### config.mk
export PLATFORM = sky130hd
export DESIGN_NAME = eeprom_group_ecc
export DESIGN_NICKNAME = d
export VERILOG_FILES = /design/src/include/eeprom_ecc_pkg.sv /design/src/hdl/eeprom_group_ecc.sv /design/src/hdl/ecc_group_fix.sv
export SDC_FILE = /design/constraint.sdc
export NUM_CORES = 2
export LEC_CHECK = 0
export BUFFER_PORTS_ARGS = -buffer_cell sky130_fd_sc_hd__buf_4
export CORE_ASPECT_RATIO = 0.8
export CORE_MARGIN = 5
export CORE_UTILIZATION = 30
export DETAILED_ROUTE_END_ITERATION = 8
export GPL_ROUTABILITY_DRIVEN = 0
export PLACE_DENSITY_LB_ADDON = 0.1
export SLEW_MARGIN = 20
export SYNTH_ARGS = -nofsm -noshare
export SYNTH_HDL_FRONTEND = slang
export SYNTH_SLANG_ARGS = --single-unit
### constraint.sdc
create_clock -name CLK -period 7.65 [get_ports CLK]
set_input_delay 0.765 -clock CLK [delete_from_list [all_inputs] [get_ports CLK]]
set_output_delay 0.765 -clock CLK [all_outputs]
set_load 0.005 [all_outputs]
### src/include/eeprom_ecc_pkg.sv
// Constants, state encoding and Hamming helpers for the group ECC block
`default_nettype none
package eeprom_ecc_pkg;
   // ==========================================================
   // Geometry
   // ==========================================================
   localparam int ADDR_W = 14;        // Byte address width, 16K bytes
   localparam int LANE_W = 2;         // Byte-in-group select bits
   localparam int GRP_BYTES = 4;      // Bytes per protection group
   localparam int GRP_W = 12;         // Group index width in the array
   localparam int PAGE_IDX_W = 7;     // Byte index within a page
   localparam int PAGE_NUM_W = 7;     // Page number width
   localparam int PAGE_BYTES = 128;   // Bytes per page
   localparam int GIDX_W = 5;         // Group index within a page
   localparam logic [GIDX_W-1:0] LAST_GRP = 5'h1f; // Last group of a page
   localparam int DATA_W = 32;        // Data bits per group
   localparam int CW_W = 38;          // Stored Hamming codeword width
   localparam int CHK_W = 6;          // Check bits per group

   // ==========================================================
   // Timing
   // ==========================================================
   localparam int CLK_PERIOD_NS = 100;     // 10 MHz core clock
   localparam int T_WR_NS = 5000000;       // Longest write cycle, 5 ms
   // Longest time, so round down
   localparam int WR_CYC = T_WR_NS / CLK_PERIOD_NS;

   // ==========================================================
   // Programming sequencer states (Gray along the path)
   // ==========================================================
   typedef enum logic [2:0] {
      ST_IDLE = 3'h0,
      ST_SCAN = 3'h1,
      ST_RDWAIT = 3'h3,
      ST_MERGE = 3'h2,
      ST_HOLD = 3'h6
   } prog_state_t;

   // ==========================================================
   // Hamming code, position p+1 holds codeword bit p
   // ==========================================================
   // Syndrome: zero for a clean word, else the failing position
   function automatic logic [CHK_W-1:0] ecc_syn_f(input logic [CW_W-1:0] cw);
      logic [CHK_W-1:0] s;
      s = '0;
      for (int p = 1; p <= CW_W; p++) begin
         if (cw[p-1]) begin
            s = s ^ CHK_W'(p);
         end
      end
      return s;
   endfunction

   // Pull the 32 data bits out of the non-power-of-two positions
   function automatic logic [DATA_W-1:0] ecc_data_f(input logic [CW_W-1:0] cw);
      logic [DATA_W-1:0] d;
      int k;
      d = '0;
      k = 0;
      for (int p = 1; p <= CW_W; p++) begin
         if ((p & (p - 1)) != 0) begin
            d[k] = cw[p-1];
            k++;
         end
      end
      return d;
   endfunction

   // Place data, then set each check bit to cancel its syndrome bit
   function automatic logic [CW_W-1:0] ecc_enc_f(input logic [DATA_W-1:0] d);
      logic [CW_W-1:0] cw;
      logic [CHK_W-1:0] s;
      int k;
      cw = '0;
      k = 0;
      for (int p = 1; p <= CW_W; p++) begin
         if ((p & (p - 1)) != 0) begin
            cw[p-1] = d[k];
            k++;
         end
      end
      s = ecc_syn_f(cw);
      for (int b = 0; b < CHK_W; b++) begin
         cw[(1 << b) - 1] = s[b];
      end
      return cw;
   endfunction
endpackage
`default_nettype wire

### src/hdl/eeprom_group_ecc.sv
// Group ECC between the serial front end and the EEPROM array
// Contract
// ECC hidden from bus timing and acknowledges
// Four-byte groups, low two address bits
// Reads correct any single flipped bit
// Single byte writes keep group neighbours
// Partial writes rewrite whole group, new checks
// Host keeps group cycles under endurance
// One internal write cycle per instruction
// Host waits 2 ms after power-up
// Program after Stop, ignore requests meanwhile
// No address acknowledge while programming
// Hamming checks recomputed on each group write
`default_nettype none
module eeprom_group_ecc
   import eeprom_ecc_pkg::*;
#(
   parameter int unsigned WRITE_CYCLES = eeprom_ecc_pkg::WR_CYC // Busy time in clocks
)(
   // Clock and reset
   input wire logic CLK,
   input wire logic RST,
   // Read request from the front end
   input wire logic FE_RD_REQ,
   input wire logic [eeprom_ecc_pkg::ADDR_W-1:0] FE_RD_ADDR,
   output logic [7:0] FE_RD_DATA,
   output logic FE_RD_VALID,
   output logic FE_RD_FIXED,
   // Write bytes and Stop from the front end
   input wire logic FE_WR_STB,
   input wire logic [eeprom_ecc_pkg::ADDR_W-1:0] FE_WR_ADDR,
   input wire logic [7:0] FE_WR_DATA,
   input wire logic FE_WR_STOP,
   // Status toward the front end
   output logic FE_BUSY,
   output logic PROG_START,
   // Array port, one codeword per group
   output logic [eeprom_ecc_pkg::GRP_W-1:0] ARR_ADDR,
   output logic ARR_RD_EN,
   input wire logic [eeprom_ecc_pkg::CW_W-1:0] ARR_RD_WORD,
   output logic ARR_WR_EN,
   output logic [eeprom_ecc_pkg::CW_W-1:0] ARR_WR_WORD
);
   // ==========================================================
   // Declarations
   // ==========================================================
   prog_state_t st_r; // Programming sequencer
   logic [GIDX_W-1:0] grp_r; // Group under work within the page
   logic [PAGE_NUM_W-1:0] page_r; // Page of the pending write
   logic [7:0] pbuf_r [PAGE_BYTES]; // Received write bytes
   logic [PAGE_BYTES-1:0] mask_r; // Bytes written this instruction
   logic [31:0] cnt_r; // Clocks since programming began
   logic rd_s1_r; // Front-end read, array strobe cycle
   logic rd_s2_r; // Front-end read, array data cycle
   logic [LANE_W-1:0] lane1_r; // Byte lane of the read in flight
   logic [LANE_W-1:0] lane2_r;
   logic [GRP_W-1:0] arr_addr_r;
   logic arr_rd_en_r;
   logic arr_wr_en_r;
   logic [CW_W-1:0] arr_wr_word_r;
   logic [7:0] rd_data_r;
   logic rd_valid_r;
   logic rd_fixed_r;
   logic [DATA_W-1:0] fix_data; // Corrected group data
   logic fix_hit; // Single bit was repaired
   logic [GRP_BYTES-1:0] lane_mask; // Written lanes of this group
   logic [DATA_W-1:0] merged; // New bytes over old corrected ones
   logic rd_take; // Read accepted this cycle
   logic wr_take; // Write byte accepted this cycle
   logic hold_done; // Busy time has elapsed

   // ==========================================================
   // Corrector on the array read data
   // ==========================================================
   ecc_group_fix ecc_group_fix_i (
      .word(ARR_RD_WORD),
      .data(fix_data),
      .fixed(fix_hit),
      .bad()
   );

   // ==========================================================
   // Request gating
   // ==========================================================
   // Requests only count while idle; the front end also NACKs on busy
   assign FE_BUSY = (st_r != ST_IDLE);
   assign rd_take = FE_RD_REQ && !FE_BUSY;
   assign wr_take = FE_WR_STB && !FE_BUSY;
   // One programming run per Stop, only when bytes arrived
   assign PROG_START = (st_r == ST_IDLE) && FE_WR_STOP && (|mask_r);
   assign hold_done = (cnt_r >= 32'(WRITE_CYCLES - 1));
   assign lane_mask = mask_r[int'(grp_r) * GRP_BYTES +: GRP_BYTES];

   // Merge the fresh bytes over the corrected old group
   always_comb begin
      for (int i = 0; i < GRP_BYTES; i++) begin
         merged[8*i +: 8] = lane_mask[i] ?
            pbuf_r[int'(grp_r) * GRP_BYTES + i] : fix_data[8*i +: 8];
      end
   end

   // ==========================================================
   // Write collection
   // ==========================================================
   // Byte store, no reset needed as the mask qualifies it
   always_ff @(posedge CLK) begin
      if (wr_take) begin
         pbuf_r[FE_WR_ADDR[PAGE_IDX_W-1:0]] <= FE_WR_DATA;
      end
   end

   // Written-byte mask; page index wraps inside the page
   always_ff @(posedge CLK or posedge RST) begin
      if (RST) begin
         mask_r <= '0;
         page_r <= '0;
      end else if (st_r == ST_HOLD && hold_done) begin
         mask_r <= '0;
      end else if (wr_take) begin
         mask_r[FE_WR_ADDR[PAGE_IDX_W-1:0]] <= 1'b1;
         page_r <= FE_WR_ADDR[ADDR_W-1:PAGE_IDX_W];
      end
   end

   // ==========================================================
   // Programming sequencer
   // ==========================================================
   // Walks the 32 groups of the page, rewriting every touched one
   always_ff @(posedge CLK or posedge RST) begin
      if (RST) begin
         st_r <= ST_IDLE;
         grp_r <= '0;
      end else begin
         unique case (st_r)
            ST_IDLE: begin
               if (PROG_START) begin
                  st_r <= ST_SCAN;
                  grp_r <= '0;
               end
            end
            ST_SCAN: begin
               if (|lane_mask) begin
                  st_r <= ST_RDWAIT;
               end else if (grp_r == LAST_GRP) begin
                  st_r <= ST_HOLD;
               end else begin
                  grp_r <= grp_r + 5'h1;
               end
            end
            ST_RDWAIT: begin
               st_r <= ST_MERGE;
            end
            ST_MERGE: begin
               if (grp_r == LAST_GRP) begin
                  st_r <= ST_HOLD;
               end else begin
                  grp_r <= grp_r + 5'h1;
                  st_r <= ST_SCAN;
               end
            end
            ST_HOLD: begin
               // Keeps the address NACKed for the full write time
               if (hold_done) begin
                  st_r <= ST_IDLE;
               end
            end
            default: begin
               st_r <= ST_IDLE;
            end
         endcase
      end
   end

   // Busy-time counter, runs from the Stop onward
   always_ff @(posedge CLK or posedge RST) begin
      if (RST) begin
         cnt_r <= '0;
      end else if (st_r == ST_IDLE) begin
         cnt_r <= '0;
      end else if (!hold_done) begin
         cnt_r <= cnt_r + 32'h1;
      end
   end

   // ==========================================================
   // Array port
   // ==========================================================
   // Shared port: front-end reads only while idle, so never in conflict
   always_ff @(posedge CLK or posedge RST) begin
      if (RST) begin
         arr_rd_en_r <= 1'b0;
         arr_addr_r <= '0;
      end else if (rd_take) begin
         arr_rd_en_r <= 1'b1;
         arr_addr_r <= FE_RD_ADDR[ADDR_W-1:LANE_W];
      end else if (st_r == ST_SCAN && (|lane_mask)) begin
         arr_rd_en_r <= 1'b1;
         arr_addr_r <= {page_r, grp_r};
      end else begin
         arr_rd_en_r <= 1'b0;
      end
   end

   // Whole group rewritten with fresh check bits
   always_ff @(posedge CLK or posedge RST) begin
      if (RST) begin
         arr_wr_en_r <= 1'b0;
         arr_wr_word_r <= '0;
      end else if (st_r == ST_MERGE) begin
         arr_wr_en_r <= 1'b1;
         arr_wr_word_r <= ecc_enc_f(merged);
      end else begin
         arr_wr_en_r <= 1'b0;
      end
   end

   assign ARR_ADDR = arr_addr_r;
   assign ARR_RD_EN = arr_rd_en_r;
   assign ARR_WR_EN = arr_wr_en_r;
   assign ARR_WR_WORD = arr_wr_word_r;

   // ==========================================================
   // Read return path
   // ==========================================================
   // Fixed three-clock latency whether or not a bit was repaired
   always_ff @(posedge CLK or posedge RST) begin
      if (RST) begin
         rd_s1_r <= 1'b0;
         rd_s2_r <= 1'b0;
         lane1_r <= '0;
         lane2_r <= '0;
         rd_valid_r <= 1'b0;
         rd_fixed_r <= 1'b0;
         rd_data_r <= '0;
      end else begin
         rd_s1_r <= rd_take;
         rd_s2_r <= rd_s1_r;
         lane1_r <= FE_RD_ADDR[LANE_W-1:0];
         lane2_r <= lane1_r;
         rd_valid_r <= rd_s2_r;
         if (rd_s2_r) begin
            rd_data_r <= fix_data[8*int'(lane2_r) +: 8];
            rd_fixed_r <= fix_hit;
         end
      end
   end

   assign FE_RD_DATA = rd_data_r;
   assign FE_RD_VALID = rd_valid_r;
   assign FE_RD_FIXED = rd_fixed_r;

   // True when every unwritten lane kept its corrected old byte
   function automatic logic keep_ok_f(input logic [DATA_W-1:0] nw,
         input logic [DATA_W-1:0] old, input logic [GRP_BYTES-1:0] m);
      logic ok;
      ok = 1'b1;
      for (int i = 0; i < GRP_BYTES; i++) begin
         if (!m[i] && nw[8*i +: 8] != old[8*i +: 8]) begin
            ok = 1'b0;
         end
      end
      return ok;
   endfunction
endmodule
`default_nettype wire

### src/hdl/ecc_group_fix.sv
// Single-error corrector for one stored group codeword
`default_nettype none
module ecc_group_fix
   import eeprom_ecc_pkg::*;
(
   // Stored word from the array
   input wire logic [eeprom_ecc_pkg::CW_W-1:0] word,
   // Corrected data and status
   output logic [eeprom_ecc_pkg::DATA_W-1:0] data,
   output logic fixed,
   output logic bad
);
   // ==========================================================
   // Syndrome decode
   // ==========================================================
   logic [CHK_W-1:0] syn; // Failing position, zero when clean
   logic [CW_W-1:0] cw_fix; // Word with the failing bit flipped

   // Flip the addressed bit; a syndrome past the word means two errors
   always_comb begin
      syn = ecc_syn_f(word);
      cw_fix = word;
      fixed = 1'b0;
      bad = 1'b0;
      if (syn != '0) begin
         if (int'(syn) <= CW_W) begin
            cw_fix[int'(syn) - 1] = ~word[int'(syn) - 1];
            fixed = 1'b1;
         end else begin
            // Cannot be repaired, data passes as stored
            bad = 1'b1;
         end
      end
      data = ecc_data_f(cw_fix);
   end
endmodule
`default_nettype wire

After elaboration in Yosys (flattened, before gate mapping):

Memory sizes are Yosys's and may differ from the RTL's.
Cells that the tools add are included.

* output and inout bits: 64
* memories: 1
* bits in registers: 243
* memory bits (writable): 1024

* add/subtract/negate cells: 36
* reductions and logical operators: 20
* bitwise operators: 71
* equality and inequality tests: 10
* $lt $le $gt $ge: 37
* multiplexer cells: 294
* shift-type cells: 2

Memories
* pbuf_r: depth 128, width 8, rd ports 4, clocked after memory_dff 0, wr ports 1, line eeprom_group_ecc.sv:50 `logic [7:0] pbuf_r [PAGE_BYTES];`

Operators by type and width (number)
* 32-bit 2-to-1 mux: 33
* 32-bit by 7-bit less-than comparator with 1-bit output, second input constant: 31
* 32-bit by 2-bit adder with 32-bit output, second input constant: 30
* 6-bit 2-to-1 mux: 44
* 128-bit 2-to-1 mux: 2
* 5-bit 2-to-1 mux: 34
* 1-bit binary-select mux with 5-bit select: 31
* 128-bit OR: 1
* 128-bit OR reduction: 1
* 128-bit by 8-bit indexed part select with 4-bit output: 1
* 1-bit 2-to-1 mux: 106
* 3-bit inverter: 26
* 38-bit 2-to-1 mux: 2
* 4-bit 2-to-1 mux: 15
* 2-bit inverter: 25
* 4-bit inverter: 10
* 38-bit bitwise mux: 1
* 3-bit 2-to-1 mux: 12
* 32-bit by 1-bit adder with 32-bit output, second input constant: 1
* 32-bit by 1-bit >= comparator with 1-bit output, second input constant: 1
* 32-bit by 16-bit >= comparator with 1-bit output, second input constant: 1
* 32-bit by 8-bit less-than comparator with 1-bit output, second input constant: 1
* 8-bit 2-to-1 mux: 4
* 32-bit by 6-bit indexed part select with 8-bit output: 1
* other kinds (33): 56

Depth between registers and ports, before layout:

* depth in word-level cells: 174
* depth in mapped cells: 22
* depth with buffers taken out: 18

By module:

A second synthesis with hierarchy kept.

* cells, all modules: 2968
* area, all modules: 53149.7 um^2

Modules (own cells, without submodules)
* eeprom_group_ecc: area each 51092.8 um^2, cells an instance 2733, times used 1
* ecc_group_fix: area each 2057.0 um^2, cells an instance 235, times used 1

Worst setup path before layout:

OpenSTA, ideal clock, no wires.

* path type: input-to-reg
* start point: input port ARR_RD_WORD[28] (netlist name)
* end point: register arr_wr_word_r[1] (netlist: ARR_WR_WORD[1])
* buffers on the path: 4
* data arrival time: 5.983 ns
* setup time: 0.131 ns
* setup slack: 1.535 ns
* stages on the path: 21
* path through: buf_2 xnor2_1 xnor3_1 xnor3_1 xnor2_2 inv_2 buf_1 ha_1 clkbuf_1 xnor3_2 mux2i_1 mux4_2 or4_1 buf_2 o21a_4 mux2i_1 a21oi_1 xnor3_2 xnor3_1 xnor3_1 o21ai_1

* longest elaborated chain between the ends: 105

Ends and longest elaborated chain
* start, declared: line eeprom_group_ecc.sv:40 `input wire logic [eeprom_ecc_pkg::CW_W-1:0] ARR_RD_WORD,`
* 5-bit 2-to-1 mux: line eeprom_ecc_pkg.sv:47 `if (cw[p-1]) begin`
* 4-bit inverter (no line)
* 5-bit 2-to-1 mux: line eeprom_ecc_pkg.sv:47
* 5-bit inverter (no line)
* 5-bit 2-to-1 mux: line eeprom_ecc_pkg.sv:47
* 6-bit 2-to-1 mux (4 in series): line eeprom_ecc_pkg.sv:47
* 2-bit inverter (no line)
* 6-bit 2-to-1 mux: line eeprom_ecc_pkg.sv:47
* (+6 left out)
* 1-bit logical AND (implied by the code) / 1-bit 2-to-1 mux (equally long branches): line ecc_group_fix.sv:27 `cw_fix[int'(syn) - 1] = ~word[int'(syn) - 1];`
* 1-bit 2-to-1 mux (implied by the code): line ecc_group_fix.sv:27
* 1-bit demux with 6-bit select / 1-bit inverter (equally long branches)
* 38-bit bitwise mux: line ecc_group_fix.sv:27
* 38-bit 2-to-1 mux: line ecc_group_fix.sv:26 `if (int'(syn) <= CW_W) begin`
* 38-bit 2-to-1 mux (*): line ecc_group_fix.sv:25 `if (syn != '0) begin`
* parallel branches: the longest is 81 deep, another holds 8-bit 2-to-1 mux
* 6-bit 2-to-1 mux (*): line eeprom_ecc_pkg.sv:47
* end signal, assigned: line eeprom_group_ecc.sv:211 `arr_wr_word_r <= ecc_enc_f(merged);`
* end, declared: line eeprom_group_ecc.sv:60 `logic [CW_W-1:0] arr_wr_word_r;`

Mark *: on every way between the ends. The select of a mux whose other input is x is not followed.
A chain may end at the register's enable or synchronous reset.

Final worst setup path:

* start point: input port ARR_RD_WORD[16] (netlist name)
* end point: register arr_wr_word_r[3] (netlist: ARR_WR_WORD[3])

* longest elaborated chain between the ends: 127

Ends and longest elaborated chain
* 5-bit 2-to-1 mux: line eeprom_ecc_pkg.sv:47
* 2-bit inverter (no line)
* 5-bit 2-to-1 mux: line eeprom_ecc_pkg.sv:47
* 3-bit inverter (no line)
* 5-bit 2-to-1 mux: line eeprom_ecc_pkg.sv:47
* 2-bit inverter (no line)
* 5-bit 2-to-1 mux: line eeprom_ecc_pkg.sv:47
* 3-bit inverter (no line)
* (+111 left out)
* 2-bit inverter (no line)
* 6-bit 2-to-1 mux: line eeprom_ecc_pkg.sv:47
* 6-bit 2-to-1 mux: line eeprom_group_ecc.sv:209 `end else if (st_r == ST_MERGE) begin`
* 3-bit inverter (no line)
* 6-bit 2-to-1 mux: line eeprom_ecc_pkg.sv:47
* 6-bit 2-to-1 mux: line eeprom_group_ecc.sv:209
* 3-bit inverter (no line)
* 6-bit 2-to-1 mux (*): line eeprom_ecc_pkg.sv:47

Every way passes the cells marked *; elsewhere a longest branch is shown, timed or not. The select of a mux whose other input is x is not followed.

==> metrics.txt <==
status complete, no violations; Post-synth EDFFs 1024; post-cts gate resize count 0; mapped cell area 52600 um^2; fin area 61100 um^2; clock latency on the worst-skew pair 780 ps; Hold Buf Count CTS 0; area of the core ~170000 um^2; Post-Synth Adder-Cell Area 0.185%; crit end category flip-flop; clock sink count between 1k and 1.5k; post-synthesis mux area share 17.4%; fin util a little over a third; htree depth 4; Max clock buf depth 3; leakage approximately 20 nW; combinational share of power between 30% and 40%; Max stage delay on crit path 730 ps; setup bufs post-CTS 0; sequential area share after synthesis 70.0%; Tcrit/Tclk final 79.0%; die area 184000 um^2; Max IR drop VDD 238 uV; sw frac 32.9%; largest net degree at the start of global routing 152; Final Setup Violations 0; Sw Pwr 7.20 mW; #FFs+latches synth around 1.3k; Die X 478 um; Vias per Instance 5.12; Non-Filler Instances 5456; Total GRT Usage ~17%; worst path arrival time approximately 6700 ps; share of cells above drive strength 1 28.6%; count of final hold-check violations 0; Worst R2R Path Depth 12; first-pass GRT wire length 227000 um; Initial Utilization 30.2%; post-DP HPWL 106000 um; critical-path cell list buf_4, xnor2_1, xnor3_1, xnor3_1, xnor2_2, inv_2, ha_1, xnor3_2, mux2i_1, mux4_2, or4_1, a41oi_1, a21oi_2, xnor2_2, xnor3_1, xnor3_1, xnor2_1, o21ai_1; Layout Skew 26.9 ps; most frequent cells in the layout edfxtp_1, mux4_2, dfrtp_1; Flop pwr share around 38%; final net count 3131; largest family of logic cells by synthesized area multiplexers; number of remaining DRC errors 0; Main synth FF type edfxtp_1; Final Slew Violations 0; Max-Cap Viols 0; Via Count 27.9k; Yosys cell types 85; port bufs about 140; initial antenna violation count 10; post-synthesis compound-gate area fraction 3.92%; most common cell after layout, fill and taps aside edfxtp_1; crit path max fanout 25; placed cell area about 57000 um^2; Required @ worst endpoint 8270 ps; RSZ-0062 raised after global routing no; # IOs 143; Detailed Routing Iterations Pass 1 5; Post-synth ARST share 19.2%; XOR/XNOR Fraction of Synth Area between 2 and 3%; Worst-Margin Slew 1180 ps; Post-Syn Instances 2826; Crit Path Class in -> reg; Hold Crit Class in -> async; Root Buffer Master clkbuf_16; FF+latch area 36800 um^2; reg2reg setup slack 2100 ps; power per standard cell area 358 nW/um^2; routed wire length roughly 160000 um; Simple-Gate Fraction of Synth Area 4.41%; Routed Antenna Nets 0; FILL cells 16.4k; die height 385 um; Tmin final around 6000 ps; Congestion Overflow GR 0; CP Launch Type input port; vias in the first global route 29.3k; CTS clk-pin slew, worst paths 60 ps; dpl cells 5198; syn_area_per_cell 18.6 um^2; cell-internal power 14.7 mW; Critical R2R Launch grp_r[0]; Worst slew margin 20.8%; setup TNS 0 ps; r2r endpoint ARR_WR_WORD[3]; clock share of power 29.5%; FMAX around 0.17 GHz; area of the multi-input gates 15200 um^2; synthesis-to-layout area growth 16.2%; Site Rows roughly 140; synth warn 0; Net Count, Synth 2912; CTS Buf Count 138; Crit-path slowest cell xnor3_2; CTS tree yes; Iteration-0 DRC Markers 2469; Crit path top cell by count xnor3_1; per-cell routed wire length between 20 and 30 um
[registers in the layout (all words and copies together) (netlist names)]
name         flops
ARR_WR_EN        1
mask_r         128
FE_RD_DATA       8
pbuf_r        1024
lane1_r          2
ARR_RD_EN        1
grp_r            5
rd_s1_r          1
lane2_r          2
FE_RD_VALID      1
rd_s2_r          1
st_r             3
cnt_r           32
ARR_ADDR        12
FE_RD_FIXED      1
page_r           7
ARR_WR_WORD     38
[how the worst max path moves through the flow]
| stage | from | endpoint |
|---|---|---|
| global route | ARR_RD_WORD[16] | ARR_WR_WORD[1] |
| CTS | ARR_RD_WORD[16] | ARR_WR_WORD[1] |
| floorplan | RST | ARR_ADDR[0] |
| detailed placement | ARR_RD_WORD[16] | ARR_WR_WORD[1] |
| global placement | ARR_RD_WORD[16] | ARR_WR_WORD[1] |
| finish | ARR_RD_WORD[16] | ARR_WR_WORD[3] |
[logic make-up after synthesis]
group / after synthesis
buffers and inverters: 178
multiplexers: 452
XOR/XNOR: 127
AO/OA/AOI/OAI: 290
flip-flops: 1267
AND/OR/NAND/NOR: 504
adder cells (fa/ha/maj): 8
[worst max-delay path, delay by kind of cell]
family          cells  cell delay (ps)
fa+ha+maj           1              440
simple gates        1              570
compound gates      3              620
buf+inv             2              450
mux                 2              740
xor+xnor            9             3050
[metrics by stage]
step                hold WS (ps)  setup WS (ps)  total power, mW
floorplan                    331            212             13.0
global placement             344            992             15.6
detailed placement           350            929             15.7
CTS                         33.3           1740             22.2
global route                54.6           1390             22.9
finish                      98.4           1610             21.9
[synth_stat cells (all sizes together), types with 9 or more instances]
cell | number | area share (%)
edfxtp | 1024 | 58
mux4 | 367 | 16
dfrtp | 243 | 12
nor2 | 198 | 1.4
o21a | 132 | 1.9
nand2 | 128 | 0.91
clkbuf | 95 | 0.68
xnor2 | 73 | 1.2
buf | 58 | 0.56
o21ai | 58 | 0.55
mux2i | 48 | 0.94
nor4 | 41 | 0.49
mux2 | 37 | 0.79
xor2 | 36 | 0.60
a21oi | 32 | 0.31
nand3 | 29 | 0.28
inv | 23 | 0.16
nand4 | 23 | 0.27
nor2b | 21 | 0.25
xnor3 | 17 | 0.73
and3 | 13 | 0.15
nor3 | 12 | 0.11
a211oi | 9 | 0.15
and2 | 9 | 0.11
[power groups by stage]
stage	Sequential (mW)	Clock (mW)	Combinational [mW]
floorplan	8.08	0	4.95
global placement	8.34	0	7.30
detailed placement	8.35	0	7.30
CTS	8.21	6.65	7.32
global route	8.24	6.96	7.75
finish	8.20	6.46	7.24
[per-layer routing]
| layer | GRT usage [%] | up-vias | routed length (um) |
|---|---|---|---|
| met5 | 0 | - | 27 |
| met1 | 24.9 | 15193 | 73500 |
| met4 | 3.84 | 4 | 2960 |
| met3 | 2.87 | 198 | 8230 |
| li1 | - | 11804 | - |
| met2 | 27.3 | 738 | 74100 |
[final cells by class]
type,count,share of cell area [%]
tap,2293,4.69
timing repair buffer,232,2.93
sequential,1267,60.3
clock inverter,66,0.986
antenna,4,0.0164
multi-input combinational,1381,24.8
inverter,25,0.166
clock buffer,188,6.11
(Power assumes the default switching activity.)
